`config.mk`:
```
export PLATFORM = sky130hd
export DESIGN_NAME = tuner_link_master
export DESIGN_NICKNAME = d
export VERILOG_FILES = /design/src/hdl/tuner_link_pkg.sv /design/src/hdl/tuner_link_master.sv /design/src/hdl/tuner_pin_sync.sv
export SDC_FILE = /design/constraint.sdc
export NUM_CORES = 1
export LEC_CHECK = 0
export BUFFER_PORTS_ARGS = -buffer_cell sky130_fd_sc_hd__buf_2
export CAP_MARGIN = 10
export CORE_AREA = 4 4 81 113
export DETAILED_ROUTE_END_ITERATION = 12
export DIE_AREA = 0 0 85 117
export HOLD_SLACK_MARGIN = 0.1
export PLACE_DENSITY = 0.74
export SLEW_MARGIN = 10
export SYNTH_ARGS = -nofsm -noshare
export SYNTH_HDL_FRONTEND = slang
export SYNTH_SLANG_ARGS = --single-unit
```
`constraint.sdc`:
```
create_clock -name clk -period 3 [get_ports clk]
set_clock_uncertainty 0.15 [all_clocks]
set_input_delay 0.45 -clock clk [delete_from_list [all_inputs] [get_ports clk]]
set_output_delay 0.45 -clock clk [all_outputs]
set_load 0.01 [all_outputs]
```
`src/hdl/tuner_link_pkg.sv`:
```
/*
  Shared constants and types for the two-wire host that drives the tuner's
  serial register port. Assumes a 50 MHz system clock.
*/
package tuner_link_pkg;
  localparam int CLK_PERIOD_NS = 20;
  // fastest serial clock the tuner accepts is 400 kHz
  localparam int SCL_MIN_PERIOD_NS = 2500;
  // least time rounds up, so the bus never runs faster than allowed
  localparam int QUARTER_CYC = (SCL_MIN_PERIOD_NS / 4 + CLK_PERIOD_NS - 1) / CLK_PERIOD_NS;
  localparam logic [4:0] DEV_ADDR_HI = 5'h18;
  localparam logic DIR_WRITE = 1'h0;
  localparam logic DIR_READ = 1'h1;
  localparam logic [1:0] PIN_IDLE = 2'h3;

  typedef enum logic [2:0] {
    PH_IDLE = 3'h0,
    PH_START = 3'h1,
    PH_TXB = 3'h3,
    PH_RACK = 3'h2,
    PH_RXB = 3'h6,
    PH_MACK = 3'h7,
    PH_STOP = 3'h5
  } phase_t;

  typedef enum logic [2:0] {
    K_ADDR_W = 3'h0,
    K_INDEX = 3'h1,
    K_DATA_W = 3'h3,
    K_ADDR_R = 3'h2
  } byte_kind_t;

  function automatic logic [7:0] dev_addr_byte(input logic sel, input logic dir);
    return {DEV_ADDR_HI, sel, 1'h0, dir};
  endfunction : dev_addr_byte
endpackage : tuner_link_pkg

```
`src/hdl/tuner_link_master.sv`:
```
/*
  Bus master for the tuner's two-wire register port: register writes with
  auto-advance, and reads through a repeated start.
  Assumes open-drain pins with external pull-ups; pins are sensed through
  tuner_pin_sync and the serial clock is divided down from clk.
*/
// Overview of operation
// - acknowledge means data low before the ninth rising edge, held through high phase.
// - not-acknowledge means data released high before and during the ninth high phase.
// - on a missing acknowledge the master abandons the transfer with a stop and sets nack_error.
// - the bit after the address picks direction: zero write, one read.
// - write: after address acknowledge the master sends the start register index.
// - data bytes go most significant bit first; each stored byte is acknowledged.
// - a write stays open until the master sends a stop.
// - read: address with write bit, index, repeated start, address with read bit.
// - master acknowledges each read byte to continue, or not-acknowledges to end.
// - a read stays open until the stop after the final not-acknowledge.
// - start is data falling with clock high; stop is data rising with clock high.
// - data holds steady while the clock is high.
// - the master makes the serial clock, never faster than 400 kHz.
module tuner_link_master #(
  parameter int QC = tuner_link_pkg::QUARTER_CYC
) (
  input wire logic clk,
  input wire logic nrst,
  input wire logic go,
  input wire logic read_not_write,
  input wire logic bus_address_select_pin,
  input wire logic [7:0] reg_index,
  input wire logic [7:0] byte_count,
  input wire logic [7:0] wr_data,
  output logic wr_take,
  output logic [7:0] rd_data,
  output logic rd_valid,
  output logic busy,
  output logic done,
  output logic nack_error,
  input wire logic scl_in,
  output logic scl_out,
  output logic scl_oe,
  input wire logic sda_in,
  output logic sda_out,
  output logic sda_oe
);
  import tuner_link_pkg::*;

  localparam int DIV_W = $clog2(QC + 1);

  typedef struct packed {
    phase_t ph;
    logic [1:0] q;
    logic [DIV_W-1:0] div;
    logic [2:0] bitc;
    logic [7:0] sh;
    byte_kind_t kind;
    logic rw;
    logic sel;
    logic [7:0] idx;
    logic [7:0] left;
    logic mack_low;
    logic scl_low;
    logic sda_low;
    logic [7:0] rd_data;
    logic rd_valid;
    logic wr_take;
    logic done;
    logic nack;
    logic [DIV_W+1:0] low_cnt;
  } state_t;

  state_t st;
  state_t next_st;
  logic [1:0] pins_s;
  logic scl_s;
  logic sda_s;
  logic tick;
  logic hold;
  logic smp;
  logic slot_end;

  tuner_pin_sync #(.WIDTH(2)) u_sync (
    .clk(clk),
    .nrst(nrst),
    .d({scl_in, sda_in}),
    .q(pins_s)
  );
  assign scl_s = pins_s[1];
  assign sda_s = pins_s[0];

  // {scl_low, sda_low} per phase and quarter; quarters 1 and 2 are clock high
  function automatic logic [1:0] line_drive(input phase_t ph, input logic [1:0] q,
                                            input logic bit7, input logic mack,
                                            input logic restart);
    logic edge_q;
    edge_q = (q == 2'h0) || (q == 2'h3);
    case (ph)
      PH_IDLE: line_drive = 2'h0;
      // repeated start keeps the clock low one more quarter, else the low phase is too short
      PH_START: line_drive = {(q == 2'h3) || (restart && q == 2'h0), q >= 2'h2};
      PH_STOP: line_drive = {q == 2'h0, q <= 2'h1};
      PH_TXB: line_drive = {edge_q, ~bit7};
      PH_MACK: line_drive = {edge_q, mack};
      default: line_drive = {edge_q, 1'h0};
    endcase
  endfunction : line_drive

  always_comb begin
    next_st = st;
    next_st.rd_valid = 1'h0;
    next_st.wr_take = 1'h0;
    next_st.done = 1'h0;
    tick = (st.div == DIV_W'(QC - 1));
    // a slave holding the clock low stretches the first high quarter
    hold = (st.q == 2'h1) && !scl_s && (st.ph != PH_IDLE);
    smp = tick && (st.q == 2'h1) && !hold;
    slot_end = tick && (st.q == 2'h3);
    if (st.ph == PH_IDLE) begin
      if (go) begin
        next_st.ph = PH_START;
        next_st.q = 2'h0;
        next_st.div = '0;
        next_st.rw = read_not_write;
        next_st.sel = bus_address_select_pin;
        next_st.idx = reg_index;
        next_st.left = byte_count;
        next_st.kind = K_ADDR_W;
        next_st.sh = dev_addr_byte(bus_address_select_pin, DIR_WRITE);
        next_st.nack = 1'h0;
        next_st.mack_low = 1'h0;
      end
    end else if (!hold) begin
      next_st.div = tick ? '0 : st.div + DIV_W'(1);
      if (tick) begin
        next_st.q = st.q + 2'h1;
      end
    end
    if (smp && st.ph == PH_RACK) begin
      next_st.nack = sda_s;
    end
    if (smp && st.ph == PH_RXB) begin
      next_st.sh = {st.sh[6:0], sda_s};
    end
    if (slot_end) begin
      next_st.bitc = 3'h7;
      case (st.ph)
        PH_START: next_st.ph = PH_TXB;
        PH_TXB: begin
          if (st.bitc == 3'h0) begin
            next_st.ph = PH_RACK;
          end else begin
            next_st.bitc = st.bitc - 3'h1;
            next_st.sh = {st.sh[6:0], 1'h0};
          end
        end
        PH_RACK: begin
          if (st.nack) begin
            next_st.ph = PH_STOP;
          end else begin
            case (st.kind)
              K_ADDR_W: begin
                next_st.sh = st.idx;
                next_st.kind = K_INDEX;
                next_st.ph = PH_TXB;
              end
              K_ADDR_R: next_st.ph = PH_RXB;
              default: begin
                if (st.kind == K_INDEX && st.rw) begin
                  next_st.ph = PH_START;
                  next_st.kind = K_ADDR_R;
                  next_st.sh = dev_addr_byte(st.sel, DIR_READ);
                end else if (st.left == 8'h0) begin
                  next_st.ph = PH_STOP;
                end else begin
                  next_st.sh = wr_data;
                  next_st.wr_take = 1'h1;
                  next_st.left = st.left - 8'h1;
                  next_st.kind = K_DATA_W;
                  next_st.ph = PH_TXB;
                end
              end
            endcase
          end
        end
        PH_RXB: begin
          if (st.bitc == 3'h0) begin
            next_st.rd_data = st.sh;
            next_st.rd_valid = 1'h1;
            next_st.left = (st.left == 8'h0) ? 8'h0 : st.left - 8'h1;
            next_st.mack_low = (st.left > 8'h1);
            next_st.ph = PH_MACK;
          end else begin
            next_st.bitc = st.bitc - 3'h1;
          end
        end
        PH_MACK: next_st.ph = st.mack_low ? PH_RXB : PH_STOP;
        PH_STOP: begin
          next_st.ph = PH_IDLE;
          next_st.done = 1'h1;
        end
        default: next_st.ph = PH_IDLE;
      endcase
    end
    {next_st.scl_low, next_st.sda_low} =
        line_drive(next_st.ph, next_st.q, next_st.sh[7], next_st.mack_low,
                   next_st.kind == K_ADDR_R);
    // length of the current low phase of the serial clock, for the rate check
    next_st.low_cnt = st.scl_low ? st.low_cnt + (DIV_W + 2)'(1) : '0;
  end

  always_ff @(posedge clk or negedge nrst) begin
    if (!nrst) begin
      st <= '0;
    end else begin
      st <= next_st;
    end
  end

  // open drain: only ever pull low, the pull-ups make the high level
  assign scl_out = 1'h0;
  assign sda_out = 1'h0;
  assign scl_oe = st.scl_low;
  assign sda_oe = st.sda_low;
  assign busy = (st.ph != PH_IDLE);
  assign done = st.done;
  assign rd_data = st.rd_data;
  assign rd_valid = st.rd_valid;
  assign wr_take = st.wr_take;
  assign nack_error = st.nack;
endmodule : tuner_link_master

```
`src/hdl/tuner_pin_sync.sv`:
```
/*
  Two-flop synchroniser for the sensed bus pins.
  Assumes the pins idle high, so the flops reset to one.
*/
module tuner_pin_sync #(
  parameter int WIDTH = 2
) (
  input wire logic clk,
  input wire logic nrst,
  input wire logic [WIDTH-1:0] d,
  output logic [WIDTH-1:0] q
);
  typedef struct packed {
    logic [WIDTH-1:0] meta;
    logic [WIDTH-1:0] out;
  } sync_t;

  sync_t st;
  sync_t next_st;

  // the first stage feeds only the second, never any logic
  always_comb begin
    next_st.meta = d;
    next_st.out = st.meta;
  end

  always_ff @(posedge clk or negedge nrst) begin
    if (!nrst) begin
      st <= '1;
    end else begin
      st <= next_st;
    end
  end

  assign q = st.out;
endmodule : tuner_pin_sync

```
== Word level (Yosys, flattened, before mapping) ==
Index checks and enable logic that the tools add are counted.

* Bitwise logic cells: 1
* Reduce and logical (&&, ||, !) cells: 27
* Add/sub/neg operators: 4
* $lt $le $gt $ge: 3
* Mux-type cells: 50
* Equal/unequal tests: 19

{| class="wikitable"
|+ Operator list
! kind !! count
|-
| 2-to-1 mux 11 bit || 6
|-
| 2-to-1 mux 8 bit || 8
|-
| 2-to-1 mux 30 bit || 2
|-
| case mux 8 bit (2 select lines) || 2
|-
| 2-to-1 mux 3 bit || 10
|-
| case mux 11 bit (2 select lines) || 1
|-
| 2-to-1 mux 9 bit || 2
|-
| equality test 3 x 2 -> 1 bit, second input constant || 5
|-
| equality test 3 bit, second input constant || 5
|-
| case mux 3 bit (5 select lines) || 1
|-
| zero test 3 bit || 4
|-
| 2-to-1 mux 1 bit || 12
|-
| case mux 3 bit (2 select lines) || 2
|-
| case mux 2 bit (5 select lines) || 1
|-
| equality test 3 x 1 -> 1 bit, second input constant || 3
|-
| logical AND 1 bit || 9
|-
| greater-than comparator 8 x 1 -> 1 bit, second input constant || 1
|-
| zero test 8 bit || 1
|-
| subtractor 8 x 1 -> 8 bit, second input constant || 1
|-
| adder 6 x 1 -> 6 bit, second input constant || 1
|-
| equality test 6 x 5 -> 1 bit, second input constant || 1
|-
| 2-to-1 mux 6 bit || 1
|-
| AND reduction 2 bit || 3
|-
| equality test 2 bit, second input constant || 2
|-
| other kinds (16) || 20
|}

* Register bits after elaboration: 62
* Bits of input ports: 31
* Logic and storage cells: 124

== Logic depth before layout (Yosys ltp) ==
* Depth in word-level cells: 17
* Gate-level depth with buffers: 13
* Depth with buffers taken out: 13

== Modules after synthesis ==
A second synthesis with hierarchy kept.

* Cell total of the unflattened synthesis: 388
* Area, all modules: 3,602.2 um^2

{| class="wikitable"
|+ By module, submodules not included
! module !! cells an instance !! times used !! area each (um^2)
|-
| tuner_link_master || 384 || 1 || 3,497.1
|-
| tuner_pin_sync || 4 || 1 || 105.1
|}

== Worst setup path after synthesis ==
No wires, ideal clock.

* Path kind: reg2reg
* From: reg st[55] (netlist name)
* To: reg st, in the netlist scl_oe
* Slack: 0.486 ns
* Setup time: 0.127 ns
* Arrival: 2.236 ns
* Cell stages (with the launch flop): 12
* Period minus slack after synthesis: 2.514 ns
* Cell sequence: dfrtp_1 > ha_1 > nand4b_1 > buf_2 > or3_1 > mux2i_1 > inv_1 > ha_1 > inv_1 > a31oi_1 > a311oi_1 > o22ai_1

{| class="wikitable"
|+ RTL lines
! element !! RTL line !! text
|-
| start, declared || tuner_link_master.sv:71 || <nowiki>state_t st;</nowiki>
|-
| start signal, assigned || tuner_link_master.sv:214 || <nowiki>st <= next_st;</nowiki>
|}

==> impl_metrics.json <==
{
  "async_flop_share": 1.000,
  "drive_gt1_frac": 0.2392,
  "grt_max_degree": 33,
  "port-buffer-count": 45,
  "synth_seq_cells": 62,
  "die_w_microns": 85,
  "end_kind": "flip-flop",
  "nNetsFinal": 474,
  "cp-endpoint": "scl_oe",
  "rsz0062_at_grt": "false",
  "drt-initial-drc-count": 331,
  "synth_top_area_share": 0.4092,
  "swShare": 0.2972,
  "pin_count": 48,
  "cts.sinks": 62,
  "syn_area_sq_um": 3547,
  "die_h_microns": 117,
  "grt-ovfl-total": 0,
  "grt_pass1_vias": 3007,
  "firstDrtPassIters": 5,
  "dpl_cell_area_sq_um": 3894,
  "r2r-start": "st[64]",
  "hpwl_mm": 6.689,
  "clkTransAtPathRegs_ns": 0.05,
  "rr_worst_depth": 7,
  "antenna_left": 0,
  "period_share": 0.8908,
  "yosys_warnings": 0,
  "switchingPower_mw": 0.7601,
  "ys.flop_type": "dfrtp_1",
  "worst_pin_slew_ns": 0.7279,
  "setup_violations": 0,
  "cts_max_path_buffers": 2,
  "postSynthCellCount": 386,
  "rows": 39,
  "gr-usage-all-layers": 0.1887,
  "critical_path_class": "flip-flop to flip-flop",
  "start_util": 0.4353,
  "postRouteWirelength_mm": 8.934,
  "p_per_area_nw_per_um2": 607.0,
  "required_ns": 3.06,
  "crit_start": "st[64]",
  "peakVddDrop_mv": 0.3417,
  "critical_path.max_fanout": 15,
  "wl_per_cell_microns": 16.51,
  "grt_pass1_wl_mm": 14.72,
  "arrival_ns": 2.74,
  "internal_power_mw": 1.798,
  "rr_endpoint": "scl_oe",
  "core_sq_um": 8149,
  "power_frac_clock": 0.390,
  "cts_max_level": 3,
  "fmax_ghz": 0.3742,
  "r2r_setup_slack_ns": 0.33,
  "drv_cap": 0,
  "slew_viol_final": 0,
  "start_kind": "flip-flop",
  "status": "finished clean",
  "cts_setup_buffers": 0,
  "synth_edf_count": 0,
  "cts_root_buf": "clkbuf_16",
  "die_area_sq_um": 9945,
  "synthDistinctLibCells": 64,
  "hold_path.class": "input pin to flip-flop",
  "finalHoldViolCount": 0,
  "gp_congestion": 0.9289,
  "p_seq_frac": 0.410,
  "routed-via-count": 3137,
  "max_slew_margin": 0.5147,
  "p_comb_frac": 0.200,
  "yosysTopAreaCell": "dfrtp_1",
  "min_period_ns": 2.673,
  "synth_area_leaders": "dfrtp_1 41%, nand2_1 5.8%, o21ai_0 4.1%",
  "p_leak_nw": 1.919,
  "numCtsBuffers": 9,
  "vias_per_cell": 5.799,
  "drcViolationCount": 0,
  "yosysSeqAreaShare": 0.4388,
  "avgSynthCellArea_sq_um": 9.190,
  "antenna_found_initial": 0,
  "n_antenna_cell": 0,
  "setup_tns_ns": 0,
  "area_growth_pct": 18.80,
  "design_area_sq_um": 4214,
  "clk_latency_ns": 0.34,
  "tritoncts": "built"
}
## what timing repair did
action | CTS | global route
endpoints found under the hold margin | 30 | 0
gates resized for setup | 0 | 0
hold buffers | 3 | 0
## registers in the layout (all words and copies together) (netlist names)
register and count:
done 1, nack_error 1, rd_data 8, rd_valid 1, scl_oe 1, sda_oe 1
st 44, u_sync.next_st 2, u_sync.q 2, wr_take 1
## layout make-up
| cell class | instances | area (sq um) |
|---|---|---|
| flip-flops and latches | 62 | 1556 |
| clock buffers | 9 | 225.2 |
| repair buffers | 63 | 380.4 |
| clock inverters | 7 | 65.06 |
| inverters | 22 | 82.58 |
| fillers | 738 | 3935 |
| well taps | 102 | 127.6 |
| multi-input cells | 276 | 1777 |
## cells in the mapped netlist, types with 4 or more instances
| master | number |
|---|---|
| nand2_1 | 55 |
| nor3_1 | 15 |
| o21ai_0 | 29 |
| a22oi_1 | 6 |
| mux2_2 | 8 |
| ha_1 | 9 |
| a21oi_1 | 12 |
| mux2i_1 | 5 |
| o22ai_1 | 8 |
| nand3_1 | 7 |
| o211ai_1 | 4 |
| dfstp_2 | 4 |
| buf_4 | 10 |
| a211oi_1 | 4 |
| nand2b_1 | 7 |
| a221o_1 | 6 |
| clkbuf_1 | 15 |
| or3_1 | 7 |
| inv_1 | 22 |
| dfrtp_1 | 58 |
| nor2_1 | 26 |
| a31oi_1 | 4 |
## logic make-up after synthesis
group           share of synthesized area
flops                              0.4388
compound gates                     0.1979
other cells                      0.001057
xor+xnor                         0.009878
fa+ha+maj                         0.03175
buf+inv                           0.06314
mux                               0.03951
simple gates                       0.2180
## cell usage in the layout (no fill, tap or decap), types with 3 or more instances in the layout
master / instances
a211oi_1: 4
a21o_1: 3
a21oi_1: 12
a221o_1: 6
a22oi_1: 6
a31oi_1: 4
buf_2: 45
buf_4: 14
clkbuf_16: 9
clkinv_2: 4
dfrtp_1: 58
dfstp_2: 4
dlygate4sd3_1: 3
ha_1: 9
inv_1: 22
mux2_2: 8
mux2i_1: 5
nand2_1: 55
nand2b_1: 7
nand3_1: 7
nor2_1: 26
nor2b_1: 3
nor3_1: 15
nor4_1: 3
o211ai_1: 4
o21ai_0: 29
o22ai_1: 8
o31ai_1: 3
o41ai_1: 3
or2_2: 3
or3_1: 7
xnor2_1: 3
## power groups by stage
stage,combinational [mW],sequential (mW),clock [mW]
2_1_floorplan,0.366,1.04,0
5_1_grt,0.583,1.07,1.06
4_1_cts,0.515,1.05,1.02
3_3_place_gp,0.483,1.05,0
3_5_place_dp,0.511,1.06,0
6_report,0.511,1.05,0.998
## through the flow
stage	hold slack (ns)	worst slack, ns	power (mW)	instances	util
floorplan	0.004409	0.4863	1.406	387	-
global placement	0.1960	0.4128	1.535	522	0.4778
detailed placement	0.1988	0.3897	1.571	522	0.4778
CTS	0.1476	0.3837	2.582	541	0.5171
global route	0.1556	0.1125	2.705	541	0.5171
finish	0.1534	0.3275	2.558	541	0.5171
## layer usage
layer  GRT usage  share of wire
met5           0              0
met4     0.08659          0.027
met3     0.04832          0.054
met2      0.3288           0.53
met1      0.2175           0.39
## how the worst min path moves through the flow
stage	start	endpoint	cells after the start	slack [ns]
2_1_floorplan	nrst	done	0	0.004
6_report	reg_index[7]	st[38]	3	0.15
5_1_grt	reg_index[7]	st[38]	3	0.16
3_3_place_gp	u_sync.next_st[1]	u_sync.q[1]	0	0.20
3_5_place_dp	u_sync.next_st[1]	u_sync.q[1]	0	0.20
4_1_cts	reg_index[7]	st[38]	3	0.15
## critical path, cell delays in order (launching register included)
cell	delay (ns)
dfrtp_1	0.34
buf_4	0.20
or4b_1	0.53
nor3_1	0.48
o21ai_0	0.18
a32o_1	0.28
a311oi_1	0.27
o22ai_1	0.11
Power figures use the tool's default switching activity.
